[src/hdl/ltcc_consts.svh]
// offsets, field positions, reset values and counts of the tx control block
// assumes inclusion by bare name from each design file that needs it
`ifndef LTCC_CONSTS_SVH
`define LTCC_CONSTS_SVH

// ------------------------------------------------------------
// register offsets
// ------------------------------------------------------------
`define LTCC_TC_OFFSET 8'h04
`define LTCC_ST_OFFSET 8'h0F

// ------------------------------------------------------------
// reset values and write masks
// ------------------------------------------------------------
`define LTCC_TC_RESET 8'h00
`define LTCC_TC_WMASK 8'h37

// ------------------------------------------------------------
// status register bit positions
// ------------------------------------------------------------
`define LTCC_ST_ALARM 0
`define LTCC_ST_PEND 1

// ------------------------------------------------------------
// drive monitor: empty bit periods before the alarm
// ------------------------------------------------------------
`define LTCC_DMO_BITS 8'd128

`endif

[src/hdl/ltcc_pkg.sv]
// types shared by the tx control block and its drive monitor
// assumes the constants header sits beside it
package ltcc_pkg;

   // ---------------------------------------------------------
   // register and bus carriers
   // ---------------------------------------------------------
   typedef enum logic {
      LTCC_MON_EXT = 1'b0,
      LTCC_MON_INT = 1'b1
   } ltcc_mon_src_t;

   // field layout of the transmit channel control register
   typedef struct packed {
      logic [1:0] rsv_hi;
      ltcc_mon_src_t mon_src;
      logic ins_err;
      logic rsv3;
      logic send_all_ones;
      logic sample_edge_rise;
      logic pulse_shaping;
   } ltcc_tc_t;

   typedef struct packed {
      logic [7:0] addr;
      logic [7:0] wdata;
      logic wr;
      logic rd;
   } ltcc_bus_req_t;

   // ---------------------------------------------------------
   // module state
   // ---------------------------------------------------------
   typedef struct packed {
      ltcc_tc_t tc;
      logic [7:0] rd_data;
      logic clk_prev;
      logic alt;
      logic line_plus;
      logic line_minus;
      logic pend;
      logic inject;
      logic shape_en;
   } ltcc_top_st_t;

   typedef struct packed {
      logic [7:0] cnt;
      logic alarm;
   } ltcc_mon_st_t;

endpackage

[src/hdl/ltcc_mon.sv]
// drive monitor: counts bit periods with no bipolar pulse on the rails
// assumes bit_tick is a one-cycle pulse per bit period, rails synchronous
`timescale 1ns/1ps
`include "ltcc_consts.svh"

module ltcc_mon
   import ltcc_pkg::*;
(
   // clock and reset
   input wire logic clk,
   input wire logic reset_n,
   // observed rails
   input wire logic bit_tick,
   input wire logic mon_plus,
   input wire logic mon_minus,
   // result
   output logic alarm
);
   ltcc_mon_st_t s_q, s_d;
   logic [7:0] cnt_inc;

   assign cnt_inc = s_q.cnt + 8'd1;

   // --------------------------------------------------------
   // pulse watch
   // --------------------------------------------------------
   // counter saturates at the threshold so a dead line holds the alarm
   always_comb
   begin
      s_d = s_q;
      if (bit_tick)
      begin
         if (mon_plus | mon_minus)
         begin
            s_d.cnt = 8'd0;
            s_d.alarm = 1'b0;
         end
         else if (s_q.cnt != `LTCC_DMO_BITS)
         begin
            s_d.cnt = cnt_inc;
            if (cnt_inc == `LTCC_DMO_BITS)
               s_d.alarm = 1'b1;
         end
      end
   end

   // state register
   always_ff @(posedge clk or negedge reset_n)
   begin
      if (!reset_n)
         s_q <= '0;
      else
         s_q <= s_d;
   end

   assign alarm = s_q.alarm;
endmodule

[src/hdl/ltcc_top.sv]
// transmit channel control register with drive monitor and error insert
// assumes all pins synchronous to CLK; line clock pin is sampled, not a clock
`timescale 1ns/1ps
`include "ltcc_consts.svh"

module ltcc_top
(
   // clock and reset
   input wire logic CLK,
   input wire logic RESET_N,
   // register port
   input ltcc_pkg::ltcc_bus_req_t BUS_REQ,
   output logic [7:0] RD_DATA,
   // system side transmit data
   input wire logic TRANSMIT_LINE_CLOCK,
   input wire logic TRANSMIT_POSITIVE_DATA,
   input wire logic TRANSMIT_NEGATIVE_DATA,
   // line side
   output logic LINE_OUT_PLUS,
   output logic LINE_OUT_MINUS,
   input wire logic MONITOR_IN_PLUS,
   input wire logic MONITOR_IN_MINUS,
   // channel configuration from neighbouring registers
   input wire logic PRBS_GEN_EN,
   input wire logic PRBS_RX_EN,
   input wire logic E3_MODE,
   // controls and status out
   output logic PRBS_ERR_INJECT,
   output logic PULSE_SHAPE_EN,
   output logic DRIVE_MONITOR_ALARM
);
   import ltcc_pkg::*;

   // ---------------------------------------------------------
   // decode helpers
   // ---------------------------------------------------------
   function automatic logic hit(input logic [7:0] addr,
                                input logic [7:0] off);
      hit = (addr == off);
   endfunction

   ltcc_top_st_t s_q, s_d;
   ltcc_tc_t wr_val;
   logic [7:0] st_word;
   logic clk_rise, clk_fall, bit_tick, wr_tc, ins_edge, prbs_on;
   logic mon_plus, mon_minus, alarm;

   // ---------------------------------------------------------
   // line clock edges and write decode
   // ---------------------------------------------------------
   assign clk_rise = TRANSMIT_LINE_CLOCK & ~s_q.clk_prev;
   assign clk_fall = ~TRANSMIT_LINE_CLOCK & s_q.clk_prev;
   assign bit_tick = s_q.tc.sample_edge_rise ? clk_rise : clk_fall;
   assign wr_tc = BUS_REQ.wr && hit(BUS_REQ.addr, `LTCC_TC_OFFSET);
   assign wr_val = ltcc_tc_t'(BUS_REQ.wdata & `LTCC_TC_WMASK);
   // only a fresh rising write arms an error, a held 1 does not
   assign ins_edge = wr_tc && wr_val.ins_err && !s_q.tc.ins_err;
   assign prbs_on = PRBS_GEN_EN && PRBS_RX_EN;

   // ---------------------------------------------------------
   // monitor source select
   // ---------------------------------------------------------
   // internal mode taps the pad drivers, so open monitor pins do no harm
   assign mon_plus = (s_q.tc.mon_src == LTCC_MON_INT) ?
                     s_q.line_plus : MONITOR_IN_PLUS;
   assign mon_minus = (s_q.tc.mon_src == LTCC_MON_INT) ?
                      s_q.line_minus : MONITOR_IN_MINUS;

   ltcc_mon u_mon
   (
      .clk(CLK),
      .reset_n(RESET_N),
      .bit_tick(bit_tick),
      .mon_plus(mon_plus),
      .mon_minus(mon_minus),
      .alarm(alarm)
   );

   // status word: alarm and error-pending flags
   always_comb
   begin
      st_word = 8'h00;
      st_word[`LTCC_ST_ALARM] = alarm;
      st_word[`LTCC_ST_PEND] = s_q.pend;
   end

   // ---------------------------------------------------------
   // next state
   // ---------------------------------------------------------
   always_comb
   begin
      s_d = s_q;
      s_d.clk_prev = TRANSMIT_LINE_CLOCK;
      s_d.inject = 1'b0;
      s_d.rd_data = 8'h00;
      if (wr_tc)
         s_d.tc = wr_val;
      // line output, one symbol per selected clock edge
      if (bit_tick)
      begin
         if (s_q.tc.send_all_ones)
         begin
            s_d.line_plus = s_q.alt;
            s_d.line_minus = ~s_q.alt;
            s_d.alt = ~s_q.alt;
         end
         else
         begin
            s_d.line_plus = TRANSMIT_POSITIVE_DATA;
            s_d.line_minus = TRANSMIT_NEGATIVE_DATA;
         end
      end
      // error is handed to the generator on a bit boundary; a new arm
      // in the delivery cycle stays pending, so no edge is lost
      if (!prbs_on)
         s_d.pend = 1'b0;
      else if (bit_tick && s_q.pend)
      begin
         s_d.inject = 1'b1;
         s_d.pend = ins_edge;
      end
      else if (ins_edge)
         s_d.pend = 1'b1;
      s_d.shape_en = s_q.tc.pulse_shaping & ~E3_MODE;
      // read data stand only in the cycle after the strobe
      if (BUS_REQ.rd)
      begin
         if (hit(BUS_REQ.addr, `LTCC_TC_OFFSET))
            s_d.rd_data = s_q.tc;
         else if (hit(BUS_REQ.addr, `LTCC_ST_OFFSET))
            s_d.rd_data = st_word;
      end
   end

   // state register
   always_ff @(posedge CLK or negedge RESET_N)
   begin
      if (!RESET_N)
      begin
         s_q <= '0;
         s_q.tc <= ltcc_tc_t'(`LTCC_TC_RESET);
      end
      else
         s_q <= s_d;
   end

   // ---------------------------------------------------------
   // outputs
   // ---------------------------------------------------------
   assign RD_DATA = s_q.rd_data;
   assign LINE_OUT_PLUS = s_q.line_plus;
   assign LINE_OUT_MINUS = s_q.line_minus;
   assign PRBS_ERR_INJECT = s_q.inject;
   assign PULSE_SHAPE_EN = s_q.shape_en;
   assign DRIVE_MONITOR_ALARM = alarm;
endmodule

[config.mk]
export PLATFORM = sky130hd
export DESIGN_NAME = ltcc_top
export DESIGN_NICKNAME = d
export VERILOG_FILES = /design/src/hdl/ltcc_pkg.sv /design/src/hdl/ltcc_mon.sv /design/src/hdl/ltcc_top.sv
export VERILOG_INCLUDE_DIRS = /design/src /design/src/hdl
export SDC_FILE = /design/constraint.sdc
export NUM_CORES = 1
export LEC_CHECK = 0
export ABC_AREA = 1
export BUFFER_PORTS_ARGS = -buffer_cell sky130_fd_sc_hd__buf_2
export CORE_MARGIN = 5
export CORE_UTILIZATION = 30
export CTS_CLUSTER_DIAMETER = 50
export CTS_CLUSTER_SIZE = 24
export DETAILED_ROUTE_END_ITERATION = 12
export MAX_ROUTING_LAYER = met4
export PLACE_DENSITY_LB_ADDON = 0.08
export SKIP_LAST_GASP = 1
export SLEW_MARGIN = 20
export SYNTH_ARGS = -nofsm -noshare
export SYNTH_HDL_FRONTEND = slang
export SYNTH_SLANG_ARGS = --single-unit
export TNS_END_PERCENT = 5
[constraint.sdc]
create_clock -name CLK -period 1.54 [get_ports CLK]
set_input_delay 0.154 -clock CLK [delete_from_list [all_inputs] [get_ports CLK]]
set_output_delay 0.154 -clock CLK [all_outputs]
set_load 0.1 [all_outputs]
Word-level counts from Yosys, hierarchy flattened
Index checks and enable logic that the tools add are counted.

Bitwise operators: 8. Add/subtract/negate cells: 1. Eq/ne operators: 5. Multiplexer cells: 15. Reductions and logical operators: 11.

Operators with widths (number): $mux W9 (2); $mux W6 (2); $mux W1 (9); $add A8 B1 Y8 const B (1); $eq A8 B3 Y1 const B (1); $eq A8 B4 Y1 const B (1); $eq A8 B8 Y1 const B (1); $ne A8 B8 Y1 const B (1); $logic_and A1 B1 Y1 (5); $mux W2 (2); $not A1 Y1 (4); $reduce_and A2 Y1 (2); $reduce_bool A2 Y1 (2); $and A1 B1 Y1 (3); $ne A3 B2 Y1 const B (1); $reduce_and A3 Y1 (1); $logic_not A1 Y1 (1); $or A1 B1 Y1 (1).

Bits in registers: 29. Input port bits: 28.

Logic depth before layout (Yosys ltp)
Gate-level depths: netlist (run 1).

Depth after elaboration: 7. Gate-level depth with buffers: 10. Depth with buffers taken out: 9.

By module
Synthesis (run 1) repeated with hierarchy kept, for this count alone.

Cell total of the unflattened synthesis: 194. Area total of the unflattened synthesis: 1461.4 µm².

By module, submodules not included: ltcc_top (cells each 107, seq. area each 425.4 µm², area an instance 850.8 µm², instances 1); ltcc_mon (cells each 87, seq. area each 225.2 µm², area an instance 610.6 µm², instances 1).

Least setup slack after synthesis (run 1)
Ideal clock, no wire load.

Path kind: flip-flop to flip-flop. Start point: register s_q (netlist bit LINE_OUT_MINUS). End point: register u_mon.s_q[4] (netlist name). Path slack: -0.280 ns. Period minus slack after synthesis: 1.820 ns. Buffers on the path: 1. Library setup time: 0.074 ns. Stages on the path, launching flop included: 10. Data arrival time: 1.746 ns. Cells stage by stage: dfrtp_1 > inv_1 > nand3b_1 > nand2_4 > nand2_1 > nand2_2 > inv_2 > buf_6 > nand3_1 > o21ai_2.

Cells in the longest elaborated chain, start to end: 4. Elaborated cells on any way between the ends: 5. Those cells by class: mux (2); bitwise (1); reduce/logical (2).

Ends and longest elaborated chain: start, declared (line ltcc_top.sv:42) `ltcc_top_st_t s_q, s_d;`; $mux W1 (*) (line ltcc_top.sv:66) `assign mon_minus = (s_q.tc.mon_src == LTCC_MON_INT) ?`; $or A1 B1 Y1 (*) (line ltcc_mon.sv:33) `if (mon_plus | mon_minus)`; $reduce_bool A2 Y1 (no line); $reduce_and A2 Y1 (no line); end signal, assigned (line ltcc_mon.sv:51) `s_q <= '0;`; end signal, assigned (line ltcc_mon.sv:53) `s_q <= s_d;`; end, declared (line ltcc_mon.sv:19) `ltcc_mon_st_t s_q, s_d;`.

Mark *: on every way between the ends. The rest lies on a longest branch, timed or not. A chain may end at the register's enable or synchronous reset.

Final worst setup path (run 1)
Start point: register u_mon.s_q[2] (netlist name). End point: register u_mon.s_q (netlist bit u_mon.alarm).

Cells in the longest elaborated chain, start to end: 4. Elaborated cells on any way between the ends: 6. Those cells by class: add/sub (1); eq/ne (2); reduce/logical (3).

Ends and longest elaborated chain: $add A8 B1 Y8 (line ltcc_mon.sv:22) `assign cnt_inc = s_q.cnt + 8'd1;`; $eq A8 B8 Y1 (no line); $reduce_bool A2 Y1 (no line); $reduce_and A3 Y1 (no line) (*).

Marks and branches as above.

==> flow_summary.ini, run 1 <==
[placed_design]
post-dp-hpwl_mm = 2.38
dpl_cell_area_mm2 = 0.00161
portBuffers = 34
gp_congestion = 0.793

[critical_path]
cp-start-kind = flip-flop
worstPathArrival_ps = 1640
reg2reg_slack_ps = 100
endpoint_kind = flip-flop
cp.required_ps = 1740
crit_type = flip-flop to flip-flop
path_max_fanout = 3
r2r_cells = 10
r2r-end = u_mon.alarm
critPathCapture = u_mon.alarm
crit_start = u_mon.s_q[2]
r2r-start = u_mon.s_q[2]

[clock_network]
clkSlewWorstSetupHoldPaths_ps = 90
h-tree-depth = 1
cts_made_buffers = 3
cts_root_buf = clkbuf_8
tritoncts = built
clk_latency_ps = 270
cts_sinks = 26
cts_buffer_depth = 2

[synth]
synthCells = 171
synth_top_family_by_area = simple AND/OR/NAND/NOR gates
synth-adder-area-share_pct = 2.71
synth_xor_xnor_area_share_pct = 0.632
synth.mux.area_fraction_pct = 0
yosysMostFrequentCell = nand2_1
synth_edf_count = 0
yosysUniqueCellTypes = 25
synthFlopType = dfrtp_1
synth_compound_area_share_pct = 10.8
synth.largest_area_cell = dfrtp_1
synth_top_cells_by_count = nand2_1 (37), dfrtp_1 (26), nor2_1 (24), inv_1 (21), nand3_1 (17)
synth_top_area_share_pct = 46.9
synth_area_mm2 = 0.00139
synth_simple_gate_area_share_pct = 26.7
synth.area.top_cells = dfrtp_1 (47%), nand2_1 (10%), nor2_1 (6.5%)
yosysWarnings = 0
ys_seq_area_share_pct = 46.9
synth-seq-cells = 26
synth-async-reset-ratio_pct = 100
synth_area_per_cell_um2 = 8.11

[sta]
rsz0062_at_grt = yes
fmax_ghz = 0.693
fin_skew_ps = 2.96
hold_viol = 0
period_needed_ps = 1440
tightestPinTransition_ps = 600
relSlewSlack_pct = 60.0
timing.final.crit_share_pct = 93.6
slew_violations = 0
setup_viol = 0

[route]
wire_per_inst_um = 11.8
postRouteAntennaNets = 0
finalWirelength_mm = 3.11
first_iter_violations = 35
viasPerCell = 4.40
dr.pass1.iters = 4
drc_errors = 0
vias = 1161

[status]
status = finished, final reports clean

[power_and_ir_drop]
power_switching_uw = 562
p_sw_share_pct = 33.7
power_frac_seq_pct = 47.1
p_clk_share_pct = 26.1
finalPower_mw = 1.67
combPwrFrac_pct = 26.8
leakage_nw = 0.887
vdd_ir_drop_max_mv = 0.525
cell_internal_pwr_mw = 1.11
p_per_area_mw_per_mm2 = 973

[floorplanning]
placement_rows = 24
die_y_um = 78.0
io_pins = 41
start_util_pct = 31.4
die-area_mm2 = 0.00608
die_x_um = 78.0
coreArea_mm2 = 0.00441

[global_routing]
antenna_found_initial = 0
grt.total_usage_pct = 11.1
grt_pass1_vias = 1194
grt_max_degree = 27
grt_pass1_wl_mm = 5.33
gr-total-overflow = 0

[layout]
drive_gt1_share_pct = 32.5
fill_cells = 469
final_net_count = 244
final_design_area_no_fill_mm2 = 0.00172
syn_to_final_growth_pct = 23.8
diodes = 0
fin_util_pct = 38.9

[worst_hold_path]
worstHoldPathType = input port to flip-flop

[job]
cap_violations = 0
-- per-stage QoR --
step                TNS [ps]  instances  hold WS, ps  setup WS (ps)
finish                     0        264         25.6           97.9
global route           -17.5        264         28.7          -9.82
floorplan                  0        173         -142           2.44
global placement           0        257          208           56.8
CTS                        0        263         15.5           40.5
detailed placement         0        257          196           9.18
-- power by group through the flow --
stage | registers, mW | logic, mW | clock network, mW
floorplan | 0.884 | 0.198 | 0
global placement | 0.787 | 0.416 | 0
detailed placement | 0.789 | 0.420 | 0
CTS | 0.775 | 0.426 | 0.465
global route | 0.798 | 0.490 | 0.486
finish | 0.787 | 0.448 | 0.436
-- layout make-up --
class	count	area [µm²]	share of cell area (%)
flip-flops and latches	26	654	38.1
multi-input cells	115	599	34.9
repair buffers	45	258	15.0
inverters	22	85.1	4.96
well taps	52	65.1	3.79
clock buffers	4	55.1	3.21
-- worst max-delay path: stages (launching register included) --
cell and delay, ps:
dfrtp_1 420, inv_1 90, ha_1 190, nand3_1 80, nor2_1 50, nand2_1 60
nand2_2 70, buf_4 150, nor2_2 70, nand3_1 80, a21oi_2 120
-- logic make-up (layout without fill, tap and decap cells) --
family | Yosys count | count (layout)
AO/OA/AOI/OAI | 22 | 22
other | 1 | 3
adder cells (fa/ha/maj) | 3 | 3
flip-flops | 26 | 26
XOR/XNOR | 1 | 1
AND/OR/NAND/NOR | 86 | 86
buffers and inverters | 32 | 71
-- cells in the final DEF (no fill, tap or decap), types with 4 or more instances in the layout --
master     n
buf_2     34
buf_4      9
clkbuf_8   4
dfrtp_1   23
inv_1     20
nand2_1   36
nand2_2    4
nand3_1   17
nor2_1    23
o21ai_0    8
o21ai_2    6
-- metal layers --
layer / GRT usage [%] / wire length (µm) / up-vias / share of wire (%)
li1: - / - / 612 / -
met1: 13.2 / 1400 / 526 / 45
met2: 18.2 / 1500 / 21 / 48
met3: 3.24 / 176 / 2 / 5.7
met4: 3.04 / 29 / 0 / 0.93
met5: - / 0 / - / 0
-- state kept, by name, summed over array words and instances (netlist names) --
signal,count
LINE_OUT_MINUS,1
RD_DATA,5
u_mon.s_q,8
s_q,8
PULSE_SHAPE_EN,1
u_mon.alarm,1
LINE_OUT_PLUS,1
PRBS_ERR_INJECT,1
-- how the worst min path moves through the flow --
stage | end | depth (start not counted) | slack, ps | from
after floorplan | LINE_OUT_MINUS | 0 | -140 | RESET_N
after global placement | s_q[20] | 1 | 210 | RESET_N
after detailed placement | RD_DATA[5] | 1 | 200 | RESET_N
after CTS | PULSE_SHAPE_EN | 2 | 20 | E3_MODE
after global routing | PULSE_SHAPE_EN | 2 | 30 | E3_MODE
final | PULSE_SHAPE_EN | 2 | 30 | E3_MODE
-- timing repair --
action / 4_1_cts / 5_1_grt
endpoints found under the setup margin: 1 / 4
setup buffers: 0 / 1
hold endpoints to repair: 27 / 0
pin swaps: 0 / 1
resized for setup: 1 / 8
hold buffers: 2 / 0
(Power assumes the default switching activity.)
==> inputs of run 2 (changes only) <==
Settings changed: SETUP_SLACK_MARGIN set to 0.3.
==> flow_summary.ini, run 2 (synthesized netlist as in run 1, its figures left out) <==
[status]
status = finished, final reports clean

[route]
viasPerCell = 4.48
first_iter_violations = 75
wire_per_inst_um = 11.9
drc_errors = 0
postRouteAntennaNets = 0
dr.pass1.iters = 4
finalWirelength_mm = 3.18
vias = 1196

[floorplanning]
die_y_um = 78.0
coreArea_mm2 = 0.00441
start_util_pct = 31.4
io_pins = 41
die-area_mm2 = 0.00608
die_x_um = 78.0
placement_rows = 24

[global_routing]
grt_pass1_wl_mm = 5.18
grt.total_usage_pct = 10.8
grt_max_degree = 27
gr-total-overflow = 0
antenna_found_initial = 0
grt_pass1_vias = 1148

[critical_path]
endpoint_kind = flip-flop
crit_type = flip-flop to flip-flop
r2r-start = u_mon.s_q[1]
reg2reg_slack_ps = 120
r2r_cells = 9
cp-start-kind = flip-flop
path_max_fanout = 11
max_stage_delay_ps = 460
crit_buf_inv = 3
critPathSlowestCell = dfrtp_2
path_delay_family = flip-flops
cp.required_ps = 1740
crit_path_cell_trace = inv_2, ha_1, nand3_1, nor2_1, nand2_1, nand2_2, inv_6, buf_4, o22ai_2
r2r-end = u_mon.s_q[8]
worstPathArrival_ps = 1620

[power_and_ir_drop]
leakage_nw = 0.908
p_per_area_mw_per_mm2 = 1040
vdd_ir_drop_max_mv = 0.306

[sta]
tightestPinTransition_ps = 609
timing.final.crit_share_pct = 91.9
rsz0062_at_grt = yes
setup_viol = 0
hold_viol = 0
period_needed_ps = 1420
slew_violations = 0
relSlewSlack_pct = 59.4
timing.hold.ws_ps = 19.4
fin_skew_ps = 3.97
fmax_ghz = 0.706

[layout]
final_design_area_no_fill_mm2 = 0.00177
final_net_count = 247
syn_to_final_growth_pct = 27.5
drive_gt1_share_pct = 34.0
diodes = 0
mostFrequentLayoutCells = nand2_1 (36), buf_2 (34), nor2_1 (23)
fin_util_pct = 40.1
final_common_cell = nand2_1

[worst_hold_path]
min_path_cells = 2
whs_endpoint = PULSE_SHAPE_EN
worstHoldPathType = input port to flip-flop
hp-start = E3_MODE

[clock_network]
cts_buffer_depth = 2
cts_made_buffers = 3
clk_latency_ps = 270
cts_sinks = 26
tritoncts = built
cts_root_buf = clkbuf_8
h-tree-depth = 1
clkSlewWorstSetupHoldPaths_ps = 90

[job]
cap_violations = 0

[placed_design]
gp_congestion = 0.752
dpl_cell_area_mm2 = 0.00161
post-dp-hpwl_mm = 2.45
portBuffers = 34
## run 2: per-layer routing
metal	wire length, µm	GRT usage [%]	vias up
met5	0	-	-
met4	37	3.55	0
met3	161	2.08	5
met2	1530	17.8	24
met1	1440	13.3	547
li1	-	-	620
## run 2: how the worst max path moves through the flow
stage	start	endpoint	slack [ps]	cells after the start
final	u_mon.s_q[1]	u_mon.s_q[8]	120	9
after global routing	u_mon.s_q[1]	u_mon.s_q[8]	30	9
after CTS	u_mon.s_q[2]	u_mon.alarm	140	9
after detailed placement	u_mon.s_q[1]	u_mon.s_q[1]	-0.5	9
after global placement	u_mon.s_q[1]	u_mon.s_q[1]	30	9
after floorplan	LINE_OUT_PLUS	u_mon.s_q[4]	20	8
## run 2: area by class of cell
class                      count  area (µm²)
clock buffer                   3        41.3
fill                         461        2650
inverter                      22        87.6
tap                           52        65.1
sequential                    26         661
multi-input combinational    115         596
clock inverter                 1        30.0
timing repair buffer          48         288
## run 2: power by group
group,leakage (nW),switching [mW],internal (mW),total [mW]
registers,0.324,0.0486,0.744,0.792
clock network,0.0357,0.225,0.348,0.573
logic,0.548,0.308,0.170,0.478
## run 2: stage by stage
stage | total power, mW | setup TNS (ps) | instances | setup slack, ps
floorplan | 1.09 | 0 | 173 | 21.4
finish | 1.84 | 0 | 267 | 124
global route | 1.95 | 0 | 267 | 28.8
CTS | 1.87 | 0 | 267 | 136
global placement | 1.21 | 0 | 256 | 32.2
detailed placement | 1.21 | -0.526 | 256 | -0.526
## run 2: timing repair
action,in CTS,in global routing
setup buffers,5,0
hold buffers,2,0
gates resized for setup,8,5
cloned,0,0
pin swaps,2,2
endpoints found under the setup margin,13,14
hold endpoints to repair,27,0
==> inputs of run 3 (changes only) <==
Settings changed: ABC_AREA 1 to unset.
==> flow_summary.ini, run 3 <==
[synth]
synth.largest_area_cell = dfrtp_1
synth-seq-cells = 26
ys_seq_area_share_pct = 48.0
yosysWarnings = 0
synthCells = 133
synth_top_cells_by_count = dfrtp_1 (26), nand2_1 (16), buf_4 (10)
yosysUniqueCellTypes = 35
synth_area_per_cell_um2 = 10.2
yosysMostFrequentCell = dfrtp_1
synth_edf_count = 0
synth_area_mm2 = 0.00136
synthFlopType = dfrtp_1
synth_top_area_share_pct = 48.0
synth.area.top_cells = dfrtp_1 (48%), buf_4 (5.5%), nand2_1 (4.4%)
synth-async-reset-ratio_pct = 100

[placed_design]
gp_congestion = 0.768
portBuffers = 34
post-dp-hpwl_mm = 2.43

[critical_path]
crit_type = flip-flop to flip-flop
worstPathArrival_ps = 2110
crit_buf_inv = 0
critPathSlowestCell = or4b_1
r2r_cells = 6
path_delay_family = simple AND/OR/NAND/NOR gates
r2r-start = u_mon.s_q[2]
max_stage_delay_ps = 480
crit_cells = 6
cp-start-kind = flip-flop
reg2reg_slack_ps = -400
endpoint_kind = flip-flop
r2r-end = u_mon.alarm
cp.required_ps = 1710
path_max_fanout = 4
crit_path_cell_trace = ha_4, nand3_4, and2_4, or3b_1, or4b_1, o41ai_2

[layout]
fin_util_pct = 41.2
final_common_cell = buf_2
syn_to_final_growth_pct = 32.3
final_net_count = 220
multiInputGateArea_um2 = 623
fill_cells = 430
drive_gt1_share_pct = 40.4
mostFrequentLayoutCells = buf_2 (34), buf_4 (26), dfrtp_1 (22)
regArea_um2 = 656
diodes = 0

[global_routing]
grt_pass1_vias = 1189
grt.total_usage_pct = 11.0
grt_max_degree = 27
gr-total-overflow = 0
grt_pass1_wl_mm = 5.29
antenna_found_initial = 0

[floorplanning]
die-area_mm2 = 0.00596
die_x_um = 77.2
die_y_um = 77.2
start_util_pct = 31.1
io_pins = 41
coreArea_mm2 = 0.00435
placement_rows = 24

[route]
met1_length_mm = 1.44
dr.pass1.iters = 4
drc_errors = 0
postRouteAntennaNets = 0
vias = 1106
finalWirelength_mm = 3.10
first_iter_violations = 46
routed.top_layer = met4
viasPerCell = 4.61
wl_met3_um = 206
wire_per_inst_um = 12.9
met2_length_mm = 1.41

[sta]
fmax_ghz = 0.515
timing.final.crit_share_pct = 126
setup_viol = 9
slew_violations = 0
fin_skew_ps = 2.00
period_needed_ps = 1940
rsz0062_at_grt = yes
tightestPinTransition_ps = 587
tns_ps = -2600
setup_slack_ps = -400
relSlewSlack_pct = 60.9
hold_viol = 0

[clock_network]
tritoncts = built
clk_latency_ps = 270
ctsResizeCount = 0
clkSlewWorstSetupHoldPaths_ps = 90
h-tree-depth = 1
cts_root_buf = clkbuf_8
cts_made_buffers = 3
cts_buffer_depth = 2
cts_sinks = 26

[status]
violations = setup timing
status = complete, but fails checks

[power_and_ir_drop]
vdd_ir_drop_max_mv = 0.316
leakage_nw = 0.908
finalPower_mw = 1.44
p_per_area_mw_per_mm2 = 801

[worst_hold_path]
worstHoldPathType = input port to flip-flop
min_path_cells = 1
whs_endpoint = s_q[6]
hp-start = TRANSMIT_LINE_CLOCK

[job]
cap_violations = 0
[run 3: changes by cell type after synthesis, sizes merged, moves of 4 or more]
cell,previous run,this run
nand3,17,3
mux2,0,4
inv,22,5
o21ai,15,5
nor2,26,5
and2,0,5
nor2b,0,4
nor3,0,4
nand2,41,16
[run 3: power breakdown]
part	internal, mW	switching, mW	total (mW)
combinational	0.0862	0.166	0.252
clock	0.228	0.214	0.443
sequential	0.715	0.0268	0.741
[run 3: metrics by stage]
step | worst slack, ps | hold slack [ps] | instances | instance area (µm²)
detailed placement | -385 | 206 | 235 | 1730
finish | -400 | 13.4 | 240 | 1790
CTS | -415 | 2.93 | 240 | 1790
global placement | -323 | 200 | 235 | 1730
floorplan | -326 | -142 | 135 | 1380
global route | -502 | 5.96 | 240 | 1790
[run 3: worst max-delay path by stage]
| stage | startpoint | endpoint | slack [ps] |
|---|---|---|---|
| CTS | u_mon.s_q[2] | u_mon.alarm | -420 |
| global placement | u_mon.s_q[2] | u_mon.alarm | -320 |
| detailed placement | u_mon.s_q[2] | u_mon.alarm | -390 |
| global route | u_mon.s_q[2] | u_mon.alarm | -500 |
| finish | u_mon.s_q[2] | u_mon.alarm | -400 |
| floorplan | u_mon.s_q[2] | u_mon.alarm | -330 |
[run 3: area by class of cell]
cell class | count | area share, %
Clock buffer | 4 | 3.07
Inverter | 5 | 1.05
Multi-Input combinational cell | 92 | 34.8
Sequential cell | 26 | 36.6
Tap cell | 52 | 3.63
Timing Repair Buffer | 61 | 20.9
[run 3: metal layers]
metal  GRT usage [%]  up-vias
met3            2.22        4
met1            13.5      511
met5               -        -
met4            3.95        0
met2            17.8       30
li1                -      561
[run 3: what timing repair did]
item / CTS / global route
endpoints found under the setup margin: 14 / 19
setup buffers: 0 / 0
hold endpoints to repair: 26 / 0
hold buffers: 1 / 0
gates cloned: 0 / 0
[run 3: cells by family (layout without fill, tap and decap cells)]
kind of cell	Yosys count	count (layout)	share of synthesized area [%]
fa+ha+maj	3	3	2.77
compound gates	20	20	10.7
buf+inv	17	70	7.48
other cells	1	3	0.277
mux	6	6	4.80
flops	26	26	48.0
simple gates	55	55	22.7
xor+xnor	5	5	3.23
